[src/core/ssl_pkg.sv]
// Function
// - Steady green when booted, ready and no fault of any class is active.
// - Blink green about 1 Hz on any non-critical temperature, voltage or fan threshold.
// - Fan or supply redundancy loss on a redundant system and supply predictive failure also blink green.
// - Over ten correctable errors with sparing blinks green and lights the module indicator.
// - Blink amber on processor error, critical threshold, regulator alarm or interrupt timeout.
// - Steady amber on trip, non-recoverable threshold, power fault or, on a redundant system, lost cooling.
// - Indicator dark when mains off and no condition of any class exists.
// - Upper non-critical threshold ignored unless enabled, then acts like other non-critical.
// - Newest identification request replaces earlier ones; in one cycle off beats on, on beats blink, blink beats button.
// - Button press turns a blinking identification indicator steady, a second press off.
package ssl_pkg;
	// ----------------------------------------
	// Timing
	// ----------------------------------------
	localparam int CLOCK_HZ = 200000000;
	localparam int BLINK_PERIOD_MS = 1000;
	localparam int BLINK_HALF_CYCLES = CLOCK_HZ / 1000 * BLINK_PERIOD_MS / 2;
	localparam int SPARE_ERROR_LIMIT = 10;
	localparam int ERROR_COUNT_WIDTH = 8;

	// ----------------------------------------
	// Types
	// ----------------------------------------
	typedef enum logic [2:0] {
		SSL_OFF = 3'h0,
		SSL_GREEN = 3'h1,
		SSL_GREEN_BLINK = 3'h2,
		SSL_AMBER_BLINK = 3'h3,
		SSL_AMBER = 3'h4
	} ssl_status_type;

	typedef enum logic [1:0] {
		SSL_ID_OFF = 2'h0,
		SSL_ID_BLINK = 2'h1,
		SSL_ID_ON = 2'h2
	} ssl_id_type;

	// Degraded-class conditions
	typedef struct packed {
		logic tempNonCritical;
		logic voltNonCritical;
		logic fanNonCritical;
		logic upperNonCritical;
		logic fanRedundancyLost;
		logic supplyPredictiveFail;
		logic supplyRedundancyLost;
		logic hostFault;
	} ssl_degraded_type;

	// Critical (blink amber) conditions
	typedef struct packed {
		logic processor_catastrophic_error;
		logic tempCritical;
		logic voltCritical;
		logic fanCritical;
		logic regulator_overheat_alarm;
		logic smiTimeout;
	} ssl_alarm_type;

	// Fatal (steady amber) conditions
	typedef struct packed {
		logic thermalTrip;
		logic tempNonRecoverable;
		logic voltNonRecoverable;
		logic powerFault;
		logic coolingInsufficient;
	} ssl_fatal_type;
endpackage

[src/core/ssl_blink_prescaler.sv]
`timescale 1ns/1ps
// ----------------------------------------
// Blink phase generator
// ----------------------------------------
module ssl_blink_prescaler #(
	parameter int HALF_CYCLES = ssl_pkg::BLINK_HALF_CYCLES
) (
	input wire logic clock,
	input wire logic reset,
	output logic phase
);
	localparam int CW = $clog2(HALF_CYCLES);
	logic [CW-1:0] count;
	wire atEnd = (count == CW'(HALF_CYCLES - 1));

	// Phase flips each half period, equal halves
	always_ff @(posedge clock) begin
		if (reset) begin
			count <= '0;
			phase <= 1'b0;
		end else if (atEnd) begin
			count <= '0;
			phase <= ~phase;
		end else begin
			count <= count + 1'b1;
		end
	end
endmodule

[src/core/ssl_status_led.sv]
`timescale 1ns/1ps
// ----------------------------------------
// System status and identification indicator controller
// ----------------------------------------
module ssl_status_led #(
	parameter int HALF_CYCLES = ssl_pkg::BLINK_HALF_CYCLES,
	parameter int MODULES = 4
) (
	input wire logic clock,
	input wire logic reset,
	input wire logic mainsOn,
	input wire logic bootDone,
	input wire logic redundantSystem,
	input wire logic upperNonCriticalEnable,
	input wire ssl_pkg::ssl_degraded_type degraded,
	input wire ssl_pkg::ssl_alarm_type alarm,
	input wire ssl_pkg::ssl_fatal_type fatal,
	input wire logic correctableError,
	input wire logic [MODULES-1:0] correctableModule,
	input wire logic sparingActive,
	input wire logic idBlinkRequest,
	input wire logic idOnRequest,
	input wire logic idOffRequest,
	input wire logic idButton,
	output logic statusGreen,
	output logic statusAmber,
	output logic idLed,
	output logic [MODULES-1:0] moduleLed,
	output ssl_pkg::ssl_status_type statusState
);
	// ----------------------------------------
	// Pin synchronisers
	// ----------------------------------------
	// Control levels, degraded pins without host fault, alarm and fatal pins, button
	localparam int SYNC_W = 4 + ($bits(ssl_pkg::ssl_degraded_type) - 1) + $bits(ssl_pkg::ssl_alarm_type) +
		$bits(ssl_pkg::ssl_fatal_type) + 1;
	logic [SYNC_W-1:0] syncA;
	logic [SYNC_W-1:0] syncB;
	wire [SYNC_W-1:0] rawIn = {mainsOn, bootDone, redundantSystem, upperNonCriticalEnable,
		degraded[7:1], alarm, fatal, idButton};

	// Two stages on the rawIn pins before any logic looks at them
	always_ff @(posedge clock) begin
		if (reset) begin
			syncA <= '0;
			syncB <= '0;
		end else begin
			syncA <= rawIn;
			syncB <= syncA;
		end
	end

	// Synchronised levels, regrouped into the shared carriers
	ssl_pkg::ssl_degraded_type sDegraded;
	ssl_pkg::ssl_alarm_type sAlarm;
	ssl_pkg::ssl_fatal_type sFatal;
	wire sMains = syncB[22];
	wire sBoot = syncB[21];
	wire sRedundant = syncB[20];
	wire sUpperEn = syncB[19];
	// Host fault comes from same-clock logic, so it skips the two stages
	assign sDegraded = {syncB[18:12], degraded.hostFault};
	assign sAlarm = syncB[11:6];
	assign sFatal = syncB[5:1];
	wire sButton = syncB[0];

	// ----------------------------------------
	// Memory sparing error counters
	// ----------------------------------------
	logic [ssl_pkg::ERROR_COUNT_WIDTH-1:0] errCount [MODULES];
	logic [MODULES-1:0] spareHit;

	// Limit kept at counter width so both sides of the compare match
	localparam logic [ssl_pkg::ERROR_COUNT_WIDTH-1:0] ERR_LIMIT =
		ssl_pkg::SPARE_ERROR_LIMIT[ssl_pkg::ERROR_COUNT_WIDTH-1:0];

	genvar m;
	generate
		for (m = 0; m < MODULES; m++) begin : g_module
			// Counter saturates so a storm of errors never wraps back under the limit
			wire countUp = correctableError && correctableModule[m] && !(&errCount[m]);
			wire overLimit = errCount[m] > ERR_LIMIT;
			assign spareHit[m] = overLimit && sparingActive;
			// Saturating count; indicator lit once over limit and spared
			always_ff @(posedge clock) begin
				if (reset) begin
					errCount[m] <= '0;
					moduleLed[m] <= 1'b0;
				end else begin
					if (countUp)
						errCount[m] <= errCount[m] + 1'b1;
					moduleLed[m] <= spareHit[m];
				end
			end
		end
	endgenerate

	// ----------------------------------------
	// Severity classification
	// ----------------------------------------
	// Degraded conditions, shown as green blink
	wire degTemp = sDegraded.tempNonCritical;
	wire degVolt = sDegraded.voltNonCritical;
	wire degFan = sDegraded.fanNonCritical;
	wire degUpper = sDegraded.upperNonCritical & sUpperEn;
	// Redundancy losses mean nothing on a system without spare fans or supplies
	wire degRedund = (sDegraded.fanRedundancyLost | sDegraded.supplyRedundancyLost) & sRedundant;
	wire degPredict = sDegraded.supplyPredictiveFail;
	wire degHost = sDegraded.hostFault;
	wire degSpare = |spareHit;
	wire anyDegraded = degTemp | degVolt | degFan | degUpper | degRedund | degPredict | degHost | degSpare;

	// Likely-to-fail alarms, shown as amber blink
	wire almProcessor = sAlarm.processor_catastrophic_error;
	wire almThreshold = sAlarm.tempCritical | sAlarm.voltCritical | sAlarm.fanCritical;
	wire almRegulator = sAlarm.regulator_overheat_alarm;
	wire almTimeout = sAlarm.smiTimeout;
	wire anyAlarm = almProcessor | almThreshold | almRegulator | almTimeout;

	// Failed or shut down, shown as steady amber
	wire fatTrip = sFatal.thermalTrip;
	wire fatThreshold = sFatal.tempNonRecoverable | sFatal.voltNonRecoverable;
	wire fatPower = sFatal.powerFault;
	// Lost cooling counts only where redundancy exists
	wire fatCooling = sFatal.coolingInsufficient & sRedundant;
	wire anyFatal = fatTrip | fatThreshold | fatPower | fatCooling;

	// Most severe class wins; green needs mains and a finished boot
	ssl_pkg::ssl_status_type next_statusState;
	assign next_statusState = anyFatal ? ssl_pkg::SSL_AMBER :
		anyAlarm ? ssl_pkg::SSL_AMBER_BLINK :
		anyDegraded ? ssl_pkg::SSL_GREEN_BLINK :
		(sMains && sBoot) ? ssl_pkg::SSL_GREEN : ssl_pkg::SSL_OFF;

	// ----------------------------------------
	// Blink phase
	// ----------------------------------------
	logic blinkPhase;
	ssl_blink_prescaler #(.HALF_CYCLES(HALF_CYCLES)) u_prescaler (
		.clock(clock),
		.reset(reset),
		.phase(blinkPhase)
	);

	// ----------------------------------------
	// Status drive
	// ----------------------------------------
	logic next_green;
	logic next_amber;
	always_comb begin
		next_green = 1'b0;
		next_amber = 1'b0;
		case (next_statusState)
			ssl_pkg::SSL_GREEN: next_green = 1'b1;
			ssl_pkg::SSL_GREEN_BLINK: next_green = blinkPhase;
			ssl_pkg::SSL_AMBER_BLINK: next_amber = blinkPhase;
			ssl_pkg::SSL_AMBER: next_amber = 1'b1;
			default: ; // Dark
		endcase
	end

	always_ff @(posedge clock) begin
		if (reset) begin
			statusState <= ssl_pkg::SSL_OFF;
			statusGreen <= 1'b0;
			statusAmber <= 1'b0;
		end else begin
			statusState <= next_statusState;
			statusGreen <= next_green;
			statusAmber <= next_amber;
		end
	end

	// ----------------------------------------
	// Identification indicator
	// ----------------------------------------
	logic buttonLast;
	wire buttonPress = sButton & ~buttonLast;
	ssl_pkg::ssl_id_type idState;
	ssl_pkg::ssl_id_type next_idState;

	// Newest request always wins; simultaneous ones favour command order below
	always_comb begin
		next_idState = idState;
		if (buttonPress) begin
			case (idState)
				ssl_pkg::SSL_ID_BLINK: next_idState = ssl_pkg::SSL_ID_ON;
				ssl_pkg::SSL_ID_ON: next_idState = ssl_pkg::SSL_ID_OFF;
				default: next_idState = ssl_pkg::SSL_ID_ON;
			endcase
		end
		if (idBlinkRequest)
			next_idState = ssl_pkg::SSL_ID_BLINK;
		if (idOnRequest)
			next_idState = ssl_pkg::SSL_ID_ON;
		if (idOffRequest)
			next_idState = ssl_pkg::SSL_ID_OFF;
	end

	// Drive follows the state being entered, so a command shows on the next cycle
	wire next_idLed = (next_idState == ssl_pkg::SSL_ID_ON) ||
		(next_idState == ssl_pkg::SSL_ID_BLINK && blinkPhase);

	always_ff @(posedge clock) begin
		if (reset) begin
			buttonLast <= 1'b0;
			idState <= ssl_pkg::SSL_ID_OFF;
			idLed <= 1'b0;
		end else begin
			buttonLast <= sButton;
			idState <= next_idState;
			idLed <= next_idLed;
		end
	end
endmodule

[config.mk]
export PLATFORM = sky130hd
export DESIGN_NAME = ssl_status_led
export DESIGN_NICKNAME = d
export VERILOG_FILES = /design/src/core/ssl_pkg.sv /design/src/core/ssl_blink_prescaler.sv /design/src/core/ssl_status_led.sv
export SDC_FILE = /design/constraint.sdc
export NUM_CORES = 1
export LEC_CHECK = 0
export BUFFER_PORTS_ARGS = -buffer_cell sky130_fd_sc_hd__buf_4
export CORE_MARGIN = 4
export CORE_UTILIZATION = 30
export CTS_CLUSTER_DIAMETER = 50
export DETAILED_ROUTE_END_ITERATION = 16
export GPL_ROUTABILITY_DRIVEN = 0
export PLACE_DENSITY_LB_ADDON = 0.3
export RECOVER_POWER = 100
export SYNTH_ARGS = -nofsm -noshare
export SYNTH_HDL_FRONTEND = slang
export SYNTH_SLANG_ARGS = --single-unit
[constraint.sdc]
create_clock -name clock -period 4 [get_ports clock]
set_clock_uncertainty 0.15 [all_clocks]
set_input_delay 0.8 -clock clock [delete_from_list [all_inputs] [get_ports clock]]
set_output_delay 0.8 -clock clock [all_outputs]
set_load 0.005 [all_outputs]
==> metrics.txt, run 1 <==
Slew Limit Fails 0; Clk pwr share 0.500; number of distinct library cells after synthesis 47; initial antenna violation count 0; maximum clock path buffer count 2; Mapped Cells around 470; CORE AREA ~0.015 sq mm; fmax 363 MHz; outcome finished, final reports clean; Pwr Density slightly above 500 mW/mm^2; Starting Density 0.311; # Max-Cap Violations 0; fin area between 0.005 and 0.006 sq mm; Setup TNS 0 ns; Worst-Margin Slew roughly 1.5 ns; crit path launch u_prescaler.count[0]; die span in y roughly 130 um; Worst Path Buf+Inv 0; peak supply drop between 300 and 400 uV; CP top delay family compound AO/OA/AOI/OAI gates; first-pass GRT wire length 15,400 um; Clock Sinks between 100 and 150; Synth area leader dfxtp_1; via count 3,356; Die X 134 um; sw frac 0.221; Comb power frac 0.051; TritonCTS Buffers 17; leading post-synthesis cells by cell area dfxtp_1, edfxtp_1, nor2b_1; HPWL after DPL between 6000 and 7000 um; Synth top area share 0.363; cts repair resizes 0; H-tree Lvls 4; number of global-route vias before repair 3,256; switching power around 0.66 mW; Worst-path clk slew roughly 0.05 ns; die area between 0.015 and 0.02 sq mm; Tcrit/Tclk final 0.689; slowest stage delay, CP ~1.1 ns; Seq pwr share 0.449; Final Critical Period roughly 2.8 ns; TritonCTS clock tree built; RSZ-0062 raised after global routing false; row cnt 45; GRT Overall Usage 0.108; IO Pins 45; Synth-to-Final Area Change 22.7%; Avg Inst Size Synth ~10 sq um; startpoint types flip-flop; clk_lat worst skew 0.41 ns; share of cells above drive strength 1 0.146; DRT iter0 DRCs between 150 and 200; number of nets in the layout 560; crit end category flip-flop; Cell Chain, Critical Path ha_1 -> nand2_1 -> or3_1 -> o21bai_1 -> nor2_1; # diodes 0; Synth Cell Area 0.00480 sq mm; Via-to-Cell Ratio between 4 and 5; critical path class reg2reg; critical path arrival roughly 2.9 ns; Critical Path Fanout Max 16; Fin. Hold Viols 0; largest net degree at the start of global routing between 70 and 80; post-layout util 0.382; WL/cell ~12 um; Root Buffer clkbuf_16; register area share after synthesis 0.563; Filler Cells Inserted 1,556; # DRC 0; PortBufs 44; YS warnings 0; CTS Hold Bufs 0; WL final 8940 um; antenna-violating nets left 0; Required @ worst endpoint between 4 and 5 ns; Slew HR 0.0205; post-CTS setup buffers 0; Area after DPL approximately 0.0053 sq mm; Slowest-stage cell, CP o21bai_1; Hold/Removal Path Class reg2reg; RR Startpoint u_prescaler.count[0]; GRT Residual Overflow 0; Int Pwr 2.31 mW; Synth Register Bits roughly 120; final setup vio count 0; worst hold margin around 0.28 ns; HP Start syncA[1]; Synth Net Count 510; DRT Pass-1 Iters 4; Pleak ~2.2 nW
-- cell usage in the layout, fill, tap and decap left out, drive strengths merged, types with 15 or more instances in the layout --
| master | instances |
|---|---|
| dfxtp | 87 |
| edfxtp | 32 |
| nor2 | 68 |
| nor2b | 54 |
| a21oi | 15 |
| xor2 | 28 |
| nand2 | 17 |
| inv | 18 |
| nand3 | 31 |
| buf | 33 |
| clkbuf | 30 |
-- final timing paths --
path / endpoint / slack [ns] / cells past startpoint
max: u_prescaler.count[19] / 1.24 / 5
min: syncB[1] / 0.28 / 1
max reg2reg: u_prescaler.count[19] / 1.24 / 5
min reg2reg: syncB[1] / 0.28 / 1
-- worst register-to-register path, stage by stage, from the launching register on --
cell and delay (ns):
dfxtp_1 0.35, ha_1 0.21, nand2_1 0.13, or3_1 0.52, o21bai_1 1.08, nor2_1 0.14
-- cells by family after synthesis --
kind of cell               share of synthesized area
and+or+nand+nor                                0.246
DFF                                            0.563
AOI/OAI and AO/OA                             0.0652
xor gates and xnor gates                      0.0767
buffers and inverters                         0.0235
adders and majority gates                     0.0235
muxes                                        0.00209
-- per-stage QoR --
stage | instances | total power, mW | setup WS [ns]
2_1_floorplan | 466 | 1.44 | 1.85
3_3_place_gp | 708 | 1.51 | 1.65
3_5_place_dp | 708 | 1.51 | 1.60
4_1_cts | 740 | 3.01 | 1.71
5_1_grt | 740 | 3.09 | 0.927
6_report | 740 | 2.97 | 1.24
-- cells in the mapped netlist (all sizes together) --
cell type  number
nand2          17
edfxtp         32
a311oi          2
a21boi          1
a31oi           1
or2             2
inv            14
a22oi           2
a211oi          2
buf             2
a21o            1
clkbuf         11
and4b           1
ha              9
o21a            1
or3             3
o41ai           3
nand4b          1
and2            1
or4             2
o21bai          3
and3           11
nand3b          1
nor4            8
xor2           28
xnor2          14
nand3          31
nor3            6
a41o            1
a211o           1
a21oi          15
dfxtp          87
nand4           9
a2bb2oi         1
nor2b          54
nand2b          6
o31a            1
nor2           68
o21ai          10
mux2i           1
o211ai          2
-- flip-flops by register name, summed over array words and instances, names as in the netlist, 2 cells and up --
name / count
errCount: 32
u_prescaler.count: 27
syncA: 23
syncB: 23
moduleLed: 4
statusState: 3
idState: 2
-- power groups by stage --
stage          logic, mW  clock network (mW)  registers [mW]
4_1_cts            0.158                1.52            1.33
3_3_place_gp       0.154                   0            1.36
5_1_grt            0.173                1.58            1.34
3_5_place_dp       0.157                   0            1.36
6_report           0.152                1.48            1.33
2_1_floorplan     0.0968                   0            1.35
-- layer usage --
layer  track usage  share of wire  vias to the layer above
li1              -              -                     1702
met1         0.135           0.47                     1572
met4        0.0628          0.024                        0
met2         0.166           0.46                       66
met5             0              0                        -
met3        0.0339          0.047                       16
-- final cells by class --
cell class	instances	area, sq um	area share
clock inverter	13	146	0.0249
multi-input combinational	320	1960	0.333
sequential	119	2700	0.459
tap	211	264	0.0448
timing repair buffer	44	320	0.0544
inverter	14	52.6	0.00892
clock buffer	19	443	0.0752
Note: power is estimated with default switching activity, not from simulation.
==> run 2: changes to the inputs <==
clock period = 2.7 ns   (was 4 ns; I/O delays follow)
==> run 2 against run 1 <==
Effect of this change: die area did not move; count of clock-buffer cells in the layout did not move; combinational power rose by 48%; worst hold slack got worse by 0.11 ns; clock power rose by 48%; sequential cell count did not move; register-to-register slack got worse by 0.77 ns; largest cell class unchanged; largest power group unchanged; highest routed layer unchanged.
==> metrics.txt, run 2 (same netlist as run 1, synthesis figures left out) <==
outcome finished, final reports clean; CTS Hold Bufs 0 (unchanged); HPWL after DPL 6180 um (-1.2%); H-tree Lvls 4 (unchanged); GRT Residual Overflow 0 (unchanged); Slew Limit Fails 0 (unchanged); cts repair resizes 0 (unchanged); Tcrit/Tclk final 0.829; IO Pins 45 (unchanged); TritonCTS clock tree built; Via-to-Cell Ratio 4.44 (-2.1%); Clock Sinks 119 (unchanged); PortBufs 44 (unchanged); startpoint types primary input; Largest register FFs 32 (unchanged); initial antenna violation count 0 (unchanged); peak supply drop 446 uV (+31%); Fin. Hold Viols 0 (unchanged); GRT Overall Usage 0.104 (-0.00468); via count 3,304 (-1.5%); maximum clock path buffer count 2 (unchanged); # DRC 0 (unchanged); RSZ-0062 raised after global routing false; crit end category flip-flop; WL final 8900 um (-0.47%); first-pass GRT wire length 14,900 um (-3.1%); post-CTS setup buffers 0 (unchanged); die area 0.0181 sq mm (unchanged); sequential cell area 0.00270 sq mm (unchanged); row cnt 45 (unchanged); Die X 134 um (unchanged); TritonCTS Buffers 17 (unchanged); die span in y 134 um (unchanged); Setup TNS 0 ns (unchanged); share of cells above drive strength 1 0.150 (+0.00454); WL/cell 12.0 um (-1.0%); Final Critical Period between 2 and 2.5 ns; top flop regs errCount x32, u_prescaler.count x27; Root Buffer clkbuf_16; CORE AREA 0.0154 sq mm (unchanged); Hold/Removal Path Class in2reg; # Max-Cap Violations 0 (unchanged); DRT Pass-1 Iters 4 (unchanged); Worst-path clk slew 0.06 ns (about the same); Multi-input gate area 0.00196 sq mm (unchanged); Worst-Margin Slew 1.33 ns (-0.140 ns); critical path arrival 2.16 ns (-0.69 ns); number of nets in the layout 564 (+0.71%); DRT iter0 DRCs 168 (+7.7%); Critical Path Fanout Max 27 (+11); # diodes 0 (unchanged); Starting Density 0.311 (unchanged); Pwr Density 743 mW/mm^2 (+48%); largest net degree at the start of global routing 28 (-64%); post-route total power 4.38 mW (+48%); Filler Cells Inserted 1,539 (-1.1%); clk_lat worst skew 0.41 ns (about the same); fmax ~450 MHz; Pleak 2.23 nW (-0.74%); Synth-to-Final Area Change 22.9%; most common cell after layout, fill and taps aside dfxtp_1; Slew HR 0.114 (+0.0931); final setup vio count 0 (unchanged); critical path class in2reg; Required @ worst endpoint 2.62 ns (-1.47 ns); Top reg by flops errCount; antenna-violating nets left 0 (unchanged); commonest non-fill, non-tap cells in the layout dfxtp_1, nor2_1, nor2b_1, buf_4, edfxtp_1; number of global-route vias before repair 3,172 (-2.6%)
==> run 2: final cells by class <==
| cell class | instances | share of cell area |
|---|---|---|
| sequential | 119 | 0.458 |
| timing repair buffer | 48 | 0.0564 |
| tap | 211 | 0.0448 |
| clock inverter | 13 | 0.0225 |
| inverter | 14 | 0.00891 |
| clock buffer | 19 | 0.0768 |
| multi-input combinational | 320 | 0.332 |
==> run 2: report_power, final <==
group	internal [mW]	total, mW	switching, mW
logic	0.113	0.225	0.111
clock network	1.34	2.19	0.849
registers	1.92	1.97	0.0543
total	3.37	4.38	1.01
==> run 2: layer usage <==
| layer | vias up | global-route usage | share of wire |
|---|---|---|---|
| met1 | 1524 | 0.131 | 0.50 |
| met4 | 0 | 0.0560 | 0.019 |
| met2 | 56 | 0.159 | 0.45 |
| met5 | - | 0 | 0 |
| met3 | 14 | 0.0324 | 0.036 |
| li1 | 1710 | - | - |
==> run 2: worst paths after layout <==
check                       startpoint              endpoint  slack (ns)  cells past startpoint
hold reg to reg              syncA[12]             syncB[12]        0.28                      1
setup reg to reg  u_prescaler.count[0]  u_prescaler.count[3]        0.47                      5
setup / recovery                 reset        errCount[1][2]        0.46                      3
hold / removal             idOnRequest            idState[0]        0.17                      2
==> run 2: per-stage QoR <==
stage	instance area (sq um)	cells	hold slack (ns)	util	setup WS (ns)
finish	5900	744	0.173	0.382	0.461
global route	5900	744	0.174	0.382	0.233
CTS	5950	744	0.155	0.386	0.640
detailed placement	5360	712	0.272	0.348	0.657
global placement	5360	712	0.270	0.348	0.707
floorplan	4800	466	0.264	-	0.678
==> run 2: worst max-delay path, stage by stage <==
cell,delay [ns]
clkbuf_1,0.94
o21bai_1,0.30
clkbuf_1,0.36
